File: src/verilog/pps_pkg.sv
// Constants, carrier types and state codes for the protection sequencer.
// Assumes one 200 MHz core clock; all analogue decisions arrive as comparator bits.
package pps_pkg;

  ////////////////////////////////////////////////////////////////////////////
  // Clock and debounce timing
  localparam int CLK_PERIOD_PS = 5000;
  localparam int OVP_DB_NS = 50000;
  localparam int FB_OPEN_DB_NS = 1800;
  localparam int CS_OPEN_DB_NS = 10000;
  // Least times: round up to whole cycles
  localparam int OVP_DB_CYC = (OVP_DB_NS * 1000 + CLK_PERIOD_PS - 1) / CLK_PERIOD_PS;
  localparam int FB_OPEN_DB_CYC = (FB_OPEN_DB_NS * 1000 + CLK_PERIOD_PS - 1) / CLK_PERIOD_PS;
  localparam int CS_OPEN_DB_CYC = (CS_OPEN_DB_NS * 1000 + CLK_PERIOD_PS - 1) / CLK_PERIOD_PS;
  // Startup check lasts long enough for both open-path debouncers to finish
  localparam int CHECK_CYC = 2 * CS_OPEN_DB_CYC;
  localparam int CNT_W = 16;

  ////////////////////////////////////////////////////////////////////////////
  // Debouncer slots
  localparam int DB_OVP = 0;
  localparam int DB_FB_OPEN = 1;
  localparam int DB_CS_OPEN = 2;
  localparam int DB_N = 3;

  ////////////////////////////////////////////////////////////////////////////
  // Comparator results, each high while its condition is true
  typedef struct packed {
    logic fb_over;       // feedback above feedback_over_level (reference +7%)
    logic fb_release;    // feedback below feedback_release_level
    logic fb_open;       // feedback below feedback_open_level
    logic cs_peak;       // sense below peak_limit_level
    logic cs_sat;        // sense below saturation_level
    logic cs_zero;       // sense at zero_current_level
    logic cs_open;       // sense above sense_open_level
    logic vcc_on;        // supply at or above supply_turn_on_level
    logic vcc_off;       // supply at or below supply_turn_off_level
    logic vcc_recharge;  // supply below supply_recharge_level
    logic line_high;     // line_sense_input above the feedforward threshold
  } pps_cmp_type;

  typedef struct packed {
    logic hv_startup;
    logic low_power;
    logic soft_start;
    logic gain_high;
    logic ovp_active;
    logic sat_active;
    logic fb_fault;
    logic cs_fault;
  } pps_status_type;

  typedef enum logic [6:0] {
    PPS_OFF = 7'h01,
    PPS_CHECK = 7'h02,
    PPS_RUN = 7'h04,
    PPS_OVP = 7'h08,
    PPS_SAT = 7'h10,
    PPS_FB_OPEN = 7'h20,
    PPS_CS_FAIL = 7'h40
  } pps_state_type;

endpackage : pps_pkg

File: src/verilog/pps_protection_sequencer.sv
// Protection and fault sequencer for a boost power-factor controller.
// Assumes comparator bits arrive asynchronously and i_pwm_on comes from the
// modulator on i_core_clk.
//
// Overview of operation
// Overvoltage_guard stops switching on feedback over the over level and holds until release.
// The overvoltage indication must persist 50 us before it is acted on.
// During an overvoltage stop the startup source turns on below the recharge level until turn-on.
// Peak_current_limit ends the on-time early when sense falls below the peak limit level.
// Saturation_guard stops all switching when saturation is seen in two consecutive cycles.
// After a saturation stop switching resumes only once sense reaches the zero-current level.
// At turn-on a feedback below the open level means an open divider: stop and go low power.
// The open-feedback indication must persist 1.8 us before it acts.
// At turn-on a sense above the open level means a failed sense path: stop and go low power.
// After a sense-path fault, restart needs a supply fall to turn-off and rise to turn-on.
// The sense-open indication must persist 10 us before it acts.
// One line comparison selects one of two multiplier gain settings.
// At supply turn-off the block shuts down, recharges to turn-on and restarts with soft-start.
// Every comparator is synchronised and every debounce counter restarts when its cause drops.

`timescale 1ns/1ps

module pps_protection_sequencer #(
  parameter int OVP_DB_CYCLES = pps_pkg::OVP_DB_CYC
) (
  input wire logic i_core_clk,
  input wire logic i_sys_rst,
  input wire pps_pkg::pps_cmp_type i_cmp,
  input wire logic i_pwm_on,
  output logic o_gate_drive,
  output pps_pkg::pps_status_type o_status
);

  ////////////////////////////////////////////////////////////////////////////
  // Declarations
  pps_pkg::pps_cmp_type cmp_meta;
  pps_pkg::pps_cmp_type cmp_s;
  pps_pkg::pps_state_type state;
  pps_pkg::pps_state_type next_state;
  logic [pps_pkg::DB_N-1:0] db_cond;
  logic [pps_pkg::DB_N-1:0] db_done;
  logic [pps_pkg::CNT_W-1:0] db_cnt [pps_pkg::DB_N];
  logic [pps_pkg::CNT_W-1:0] chk_cnt;
  logic pwm_d;
  logic peak_cut;
  logic sat_now;
  logic sat_prev;
  logic sat_trip;
  logic cycle_end;

  function automatic logic [pps_pkg::CNT_W-1:0] db_limit(input int idx);
    logic [pps_pkg::CNT_W-1:0] lim;
    lim = pps_pkg::CNT_W'(pps_pkg::CS_OPEN_DB_CYC);
    if (idx == pps_pkg::DB_OVP) begin
      lim = pps_pkg::CNT_W'(OVP_DB_CYCLES);
    end else if (idx == pps_pkg::DB_FB_OPEN) begin
      lim = pps_pkg::CNT_W'(pps_pkg::FB_OPEN_DB_CYC);
    end
    return lim;
  endfunction : db_limit

  ////////////////////////////////////////////////////////////////////////////
  // Two-flop synchroniser; only the second stage is read
  always_ff @(posedge i_core_clk) begin
    if (i_sys_rst) begin
      cmp_meta <= '0;
      cmp_s <= '0;
    end else begin
      cmp_meta <= i_cmp;
      cmp_s <= cmp_meta;
    end
  end

  ////////////////////////////////////////////////////////////////////////////
  // Debouncers: a glitch shorter than the interval never reaches the FSM
  assign db_cond[pps_pkg::DB_OVP] = cmp_s.fb_over;
  assign db_cond[pps_pkg::DB_FB_OPEN] = cmp_s.fb_open;
  assign db_cond[pps_pkg::DB_CS_OPEN] = cmp_s.cs_open;

  for (genvar g = 0; g < pps_pkg::DB_N; g++) begin : g_db
    always_ff @(posedge i_core_clk) begin
      if (i_sys_rst) begin
        db_cnt[g] <= '0;
      end else if (!db_cond[g]) begin
        db_cnt[g] <= '0;
      end else if (db_cnt[g] != db_limit(g)) begin
        db_cnt[g] <= db_cnt[g] + 16'h0001;
      end
    end
    assign db_done[g] = db_cond[g] && (db_cnt[g] == db_limit(g));
  end

  ////////////////////////////////////////////////////////////////////////////
  // Switching-cycle tracking
  assign cycle_end = pwm_d && !i_pwm_on;
  assign sat_trip = i_pwm_on && cmp_s.cs_sat && sat_prev;

  always_ff @(posedge i_core_clk) begin
    if (i_sys_rst) begin
      pwm_d <= 1'b0;
    end else begin
      pwm_d <= i_pwm_on;
    end
  end

  // Latched so a sense that bounces back cannot re-open the switch in the same on-time
  always_ff @(posedge i_core_clk) begin
    if (i_sys_rst) begin
      peak_cut <= 1'b0;
    end else if (!i_pwm_on) begin
      peak_cut <= 1'b0;
    end else if (cmp_s.cs_peak) begin
      peak_cut <= 1'b1;
    end
  end

  always_ff @(posedge i_core_clk) begin
    if (i_sys_rst) begin
      sat_now <= 1'b0;
    end else if (cycle_end) begin
      sat_now <= 1'b0;
    end else if (i_pwm_on && cmp_s.cs_sat) begin
      sat_now <= 1'b1;
    end
  end

  // A clean cycle breaks the run of saturated cycles
  always_ff @(posedge i_core_clk) begin
    if (i_sys_rst) begin
      sat_prev <= 1'b0;
    end else if (state != pps_pkg::PPS_RUN) begin
      sat_prev <= 1'b0;
    end else if (cycle_end) begin
      sat_prev <= sat_now;
    end
  end

  ////////////////////////////////////////////////////////////////////////////
  // Startup check window
  always_ff @(posedge i_core_clk) begin
    if (i_sys_rst) begin
      chk_cnt <= '0;
    end else if (state != pps_pkg::PPS_CHECK) begin
      chk_cnt <= '0;
    end else if (chk_cnt != pps_pkg::CNT_W'(pps_pkg::CHECK_CYC)) begin
      chk_cnt <= chk_cnt + 16'h0001;
    end
  end

  ////////////////////////////////////////////////////////////////////////////
  // Sequencer; supply loss outranks every other condition
  always_comb begin
    next_state = state;
    if (cmp_s.vcc_off) begin
      next_state = pps_pkg::PPS_OFF;
    end else begin
      unique case (state)
        pps_pkg::PPS_OFF: begin
          if (cmp_s.vcc_on) begin
            next_state = pps_pkg::PPS_CHECK;
          end
        end
        pps_pkg::PPS_CHECK: begin
          if (db_done[pps_pkg::DB_FB_OPEN]) begin
            next_state = pps_pkg::PPS_FB_OPEN;
          end else if (db_done[pps_pkg::DB_CS_OPEN]) begin
            next_state = pps_pkg::PPS_CS_FAIL;
          end else if (chk_cnt == pps_pkg::CNT_W'(pps_pkg::CHECK_CYC)) begin
            next_state = pps_pkg::PPS_RUN;
          end
        end
        pps_pkg::PPS_RUN: begin
          if (sat_trip) begin
            next_state = pps_pkg::PPS_SAT;
          end else if (db_done[pps_pkg::DB_OVP]) begin
            next_state = pps_pkg::PPS_OVP;
          end
        end
        pps_pkg::PPS_OVP: begin
          if (cmp_s.fb_release) begin
            next_state = pps_pkg::PPS_RUN;
          end
        end
        pps_pkg::PPS_SAT: begin
          if (cmp_s.cs_zero) begin
            next_state = pps_pkg::PPS_RUN;
          end
        end
        pps_pkg::PPS_FB_OPEN: begin
          // Resumes without soft-start once feedback recovers
          if (!cmp_s.fb_open) begin
            next_state = pps_pkg::PPS_RUN;
          end
        end
        pps_pkg::PPS_CS_FAIL: begin
          next_state = pps_pkg::PPS_CS_FAIL;
        end
        default: begin
          next_state = pps_pkg::PPS_OFF;
        end
      endcase
    end
  end

  always_ff @(posedge i_core_clk) begin
    if (i_sys_rst) begin
      state <= pps_pkg::PPS_OFF;
    end else begin
      state <= next_state;
    end
  end

  ////////////////////////////////////////////////////////////////////////////
  // Outputs, all registered
  always_ff @(posedge i_core_clk) begin
    if (i_sys_rst) begin
      o_gate_drive <= 1'b0;
    end else begin
      o_gate_drive <= (state == pps_pkg::PPS_RUN) && (next_state == pps_pkg::PPS_RUN) &&
                      i_pwm_on && !peak_cut && !cmp_s.cs_peak;
    end
  end

  always_ff @(posedge i_core_clk) begin
    if (i_sys_rst) begin
      o_status.hv_startup <= 1'b1;
    end else if (next_state == pps_pkg::PPS_OFF) begin
      o_status.hv_startup <= 1'b1;
    end else if (next_state == pps_pkg::PPS_OVP && cmp_s.vcc_recharge) begin
      o_status.hv_startup <= 1'b1;
    end else if (cmp_s.vcc_on || next_state != pps_pkg::PPS_OVP) begin
      o_status.hv_startup <= 1'b0;
    end
  end

  always_ff @(posedge i_core_clk) begin
    if (i_sys_rst) begin
      o_status.low_power <= 1'b0;
      o_status.fb_fault <= 1'b0;
      o_status.cs_fault <= 1'b0;
    end else begin
      o_status.low_power <= next_state inside {pps_pkg::PPS_FB_OPEN, pps_pkg::PPS_CS_FAIL};
      o_status.fb_fault <= next_state == pps_pkg::PPS_FB_OPEN;
      o_status.cs_fault <= next_state == pps_pkg::PPS_CS_FAIL;
    end
  end

  always_ff @(posedge i_core_clk) begin
    if (i_sys_rst) begin
      o_status.ovp_active <= 1'b0;
      o_status.sat_active <= 1'b0;
      o_status.soft_start <= 1'b0;
    end else begin
      o_status.ovp_active <= next_state == pps_pkg::PPS_OVP;
      o_status.sat_active <= next_state == pps_pkg::PPS_SAT;
      o_status.soft_start <= (state == pps_pkg::PPS_CHECK) &&
                             (next_state == pps_pkg::PPS_RUN);
    end
  end

  always_ff @(posedge i_core_clk) begin
    if (i_sys_rst) begin
      o_status.gain_high <= 1'b0;
    end else begin
      o_status.gain_high <= cmp_s.line_high;
    end
  end

  for (genvar a = 0; a < pps_pkg::DB_N; a++) begin : g_ast

  end
endmodule : pps_protection_sequencer

File: config.mk
export PLATFORM = sky130hd
export DESIGN_NAME = pps_protection_sequencer
export DESIGN_NICKNAME = d
export VERILOG_FILES = /design/src/verilog/pps_pkg.sv /design/src/verilog/pps_protection_sequencer.sv
export SDC_FILE = /design/constraint.sdc
export NUM_CORES = 1
export LEC_CHECK = 0
export BUFFER_PORTS_ARGS = -buffer_cell sky130_fd_sc_hd__buf_2
export CAP_MARGIN = 20
export CORE_MARGIN = 2
export CORE_UTILIZATION = 50
export DETAILED_ROUTE_END_ITERATION = 8
export PLACE_DENSITY = 0.78
export SYNTH_ARGS = -nofsm -noshare
export SYNTH_HDL_FRONTEND = slang
export SYNTH_SLANG_ARGS = --single-unit
File: constraint.sdc
create_clock -name i_core_clk -period 2.3 [get_ports i_core_clk]
set_clock_uncertainty 0.05 [all_clocks]
set_input_delay 0.69 -clock i_core_clk [delete_from_list [all_inputs] [get_ports i_core_clk]]
set_output_delay 0.69 -clock i_core_clk [all_outputs]
set_load 0.005 [all_outputs]
==> results.txt <==
The die is 104 um tall. The maximum buffer depth of the clock tree came out at 2. The overall die area is 10700 sq um. The layout has 816 filler cells. In this run the post-CTS setup repair buffer count came out at 0.

After synthesis, the share of flip-flops with an asynchronous set or reset is 0%. For this block, the routed nets add up to 8.39 mm of wire. The number of port buffers came out at 22. At the end of the flow, the number of nets in the layout was 542. The cell leakage power came out at 0.00194 uW. The part of the power in combinational logic is 2.9%. The critical path class is reg -> reg. The worst register-to-register path ends at db_cnt[2][5]. For flop-to-flop paths, the worst setup slack is 0.06 ns. Setup repair after global routing left no endpoint under its margin. For this run, the number of Yosys warnings is 0. The flow ran to the end, and the final reports show no timing, DRC or antenna violations.

The slew at the pin with the worst max-slew slack came out at 0.607 ns. VDD sags by at most 0.422 mV. The root buffer cell is clkbuf_8. After synthesis, flip-flops and latches occupy 52.5% of the total area. The setup TNS after final layout came out at 0 ns. The total global routing overflow came out at 0. The area taken by multi-input logic gates came out at 2240 sq um. Overall power consumption after layout is estimated at 3140 uW. The area occupied by registers came out at 2600 sq um. The number of remaining DRC errors came out at 0.

The placement row count is 36. The final-report setup violation count is 0. The clock period minus final worst setup slack came out at 2.24 ns. The number of sinks driven by the clock tree came out at 106. The core area came out at 9680 sq um. The register clock-pin slew on the reported worst setup and hold paths came out at 0.10 ns. Derived from the worst setup path, the maximum achievable clock frequency is 447 MHz. The max-slew violation count came out at 0.

After technology mapping, the gate count stands at 480. The share of power burned in the clock network is 33.8%. The post-synth net total came out at 502.

The via count of the first global-routing pass was 3388. The first-pass GRT wire length is 15.0 mm. The number of different library cells used by synthesis comes to 57. The initial standard-cell utilization of the core came out at 51.2%.

Clock tree synthesis inserted a total of 9 buffers. The number of storage elements in the synthesis netlist came out at 106. The fraction of layout cells with a size suffix above 1 came out at 13.7%. Of the total power, the share spent switching nets is 22.1%. The via-per-instance ratio is 5.40.

The launch point of the worst path is db_cnt[2][3]. The average detailed-routed wire length per instance came out at 12.7 um. The headroom to the max-slew limit is 59.5%. For this run, the detailed router's first-pass iteration total came to 5. The number of antenna violations at the first check in global routing came out at 0. The final number of hold-violating endpoints was 0. The average footprint of a synthesized cell is 10.3 sq um.

The detailed placer's ending HPWL is 6.11 mm. The most used flip-flop cell after synthesis is dfxtp_1. The clock latency on the worst-skew pair is 0.36 ns.

The die is 104 um wide. The relative contribution of sequential cells to total power came out at 63.2%. The endpoint required time on the critical path came out at 2.33 ns. The weighted congestion at the end of routability-driven global placement came out at 0.883. The number of enable-type register cells in the synthesized netlist came out at 48. The most critical setup path has its endpoint at db_cnt[2][5]. Entering global routing, the biggest net connects 21 pins. The tool flagged a number of max-cap violations equal to 0. Dividing total power by cell area gives a power density of 570 nW/um^2. The netlist area before placement came out at 4950 sq um.

For this run, the share of the core covered by cells in the final layout is 56.9%. The worst register-to-register path begins at db_cnt[2][3]. The arrival time of the worst setup path is 2.27 ns. Of all nets on the critical path, the largest fanout is 16. The worst setup path is captured at a flip-flop. The worst setup path is launched from a flip-flop. The worst register-to-register path has a depth of 3.

The DRC violation total after the first TritonRoute iteration is 198. CTS built an H-tree with a depth of 3. The global routing usage summed across all routing layers came out at 16.7%. In this run the worst hold path is classified as reg -> reg.

The final critical-path share of the clock period came out at 97.3%. The internal power consumption is 2450 uW. TritonCTS built the clock tree. The boundary pin count is 23. The analysis attributes to net switching a power of 694 uW. The number of antenna diodes in the final layout is 0. The total number of vias is 3552. The number of nets with antenna violations after routing came out at 0.

The synthesis-to-finish area growth is 11.3%.
## timing repair
action / CTS / global route
hold buffers: 0 / 0
endpoints found under the hold margin: 0 / 0
resized for setup: 0 / 1
setup endpoints to repair: 0 / 5
## stage by stage
step                area [sq um]  setup slack, ns  std cells  hold slack, ns
floorplan                   4960           0.0763        480           0.364
global placement            5320            0.107        642           0.372
detailed placement          5320           0.0786        642           0.377
CTS                         5510           0.0622        658           0.403
global route                5510           0.0116        658           0.416
finish                      5510           0.0631        658           0.398
## layer usage
layer	wire (um)	GRT usage (%)	share of wire, %
met5	0	0	0
met4	145	5.89	1.7
met3	283	3.27	3.4
met2	3930	28.0	47
met1	4030	21.6	48
## worst min-delay path by stage
| stage | start | end | slack (ns) | cells after the start |
|---|---|---|---|---|
| 6_report | cmp_meta[5] | cmp_s[5] | 0.40 | 1 |
| 5_1_grt | cmp_meta[6] | cmp_s[6] | 0.42 | 1 |
| 4_1_cts | cmp_meta[5] | cmp_s[5] | 0.40 | 1 |
| 3_5_place_dp | cmp_meta[7] | cmp_s[7] | 0.38 | 1 |
| 3_3_place_gp | cmp_meta[6] | cmp_s[6] | 0.37 | 1 |
| 2_1_floorplan | cmp_meta[0] | cmp_s[0] | 0.36 | 1 |
## critical path, cell delays in order, from the launching register on
cell,delay [ns]
edfxtp_1,0.40
or4b_4,0.57
or2_4,0.28
or4_4,0.66
## Yosys cell counts, drive strengths merged, types with 4 or more instances
| cell type | count | area share [%] |
|---|---|---|
| nor2 | 79 | 6.0 |
| dfxtp | 58 | 23 |
| edfxtp | 48 | 29 |
| nor2b | 29 | 3.7 |
| xor2 | 29 | 5.1 |
| nand2 | 27 | 2.0 |
| xnor2 | 25 | 4.4 |
| nand3 | 20 | 2.0 |
| inv | 16 | 1.2 |
| and3 | 15 | 1.9 |
| nand4 | 15 | 1.9 |
| nor3 | 11 | 1.4 |
| o21ai | 9 | 0.91 |
| a21oi | 8 | 0.81 |
| ha | 8 | 2.0 |
| and4 | 7 | 1.3 |
| or3 | 7 | 0.88 |
| clkbuf | 6 | 0.45 |
| nor4b | 6 | 1.2 |
| nor4 | 5 | 1.1 |
| buf | 4 | 0.58 |
| nand4b | 4 | 0.71 |
| or4b | 4 | 0.88 |
## kinds of logic after synthesis
family          Yosys count  share of synthesized area [%]
compound gates           39                           5.86
buf+inv                  27                           2.32
fa+ha+maj                 8                           2.02
simple gates            246                           27.7
flops                   106                           52.5
xor+xnor                 54                           9.55
## sequential cells by signal, summed over array words and instances (netlist names)
register,flops
db_cnt,48
o_status,8
cmp_s,11
o_gate_drive,1
state,7
cmp_meta,11
pwm_d,1
chk_cnt,16
sat_prev,1
peak_cut,1
sat_now,1
## power by group through the flow
stage / combinational, uW / sequential (uW) / clock [uW]
global route: 105 / 1990 / 1170
finish: 92.2 / 1990 / 1060
CTS: 92.8 / 1990 / 1090
global placement: 90.3 / 2030 / 0
detailed placement: 92.2 / 2030 / 0
floorplan: 61.0 / 2030 / 0
## cell type report
type | instances | share of cell area, %
clock buffers | 10 | 2.50
clock inverters | 6 | 0.862
inverters | 17 | 1.16
multi-input cells | 347 | 40.7
flip-flops and latches | 106 | 47.2
well taps | 133 | 3.02
repair buffers | 39 | 4.54
## cells in the final DEF, fill, tap and decap left out, drive strengths merged, types with 3 or more instances in the layout
master / netlist / layout
nor2: 79 / 79
dfxtp: 58 / 58
edfxtp: 48 / 48
buf: 4 / 39
nor2b: 29 / 29
xor2: 29 / 29
nand2: 27 / 27
xnor2: 25 / 25
nand3: 20 / 20
inv: 16 / 18
nand4: 15 / 15
and3: 15 / 15
nor3: 11 / 11
clkbuf: 6 / 10
o21ai: 9 / 9
a21oi: 8 / 8
ha: 8 / 8
or3: 7 / 7
and4: 7 / 7
nor4b: 6 / 6
nor4: 5 / 5
nand4b: 4 / 4
or4b: 4 / 4
clkinv: 1 / 4
o211ai: 3 / 3
a211oi: 3 / 3
nand2b: 3 / 3
Power figures use the tool's default switching activity.
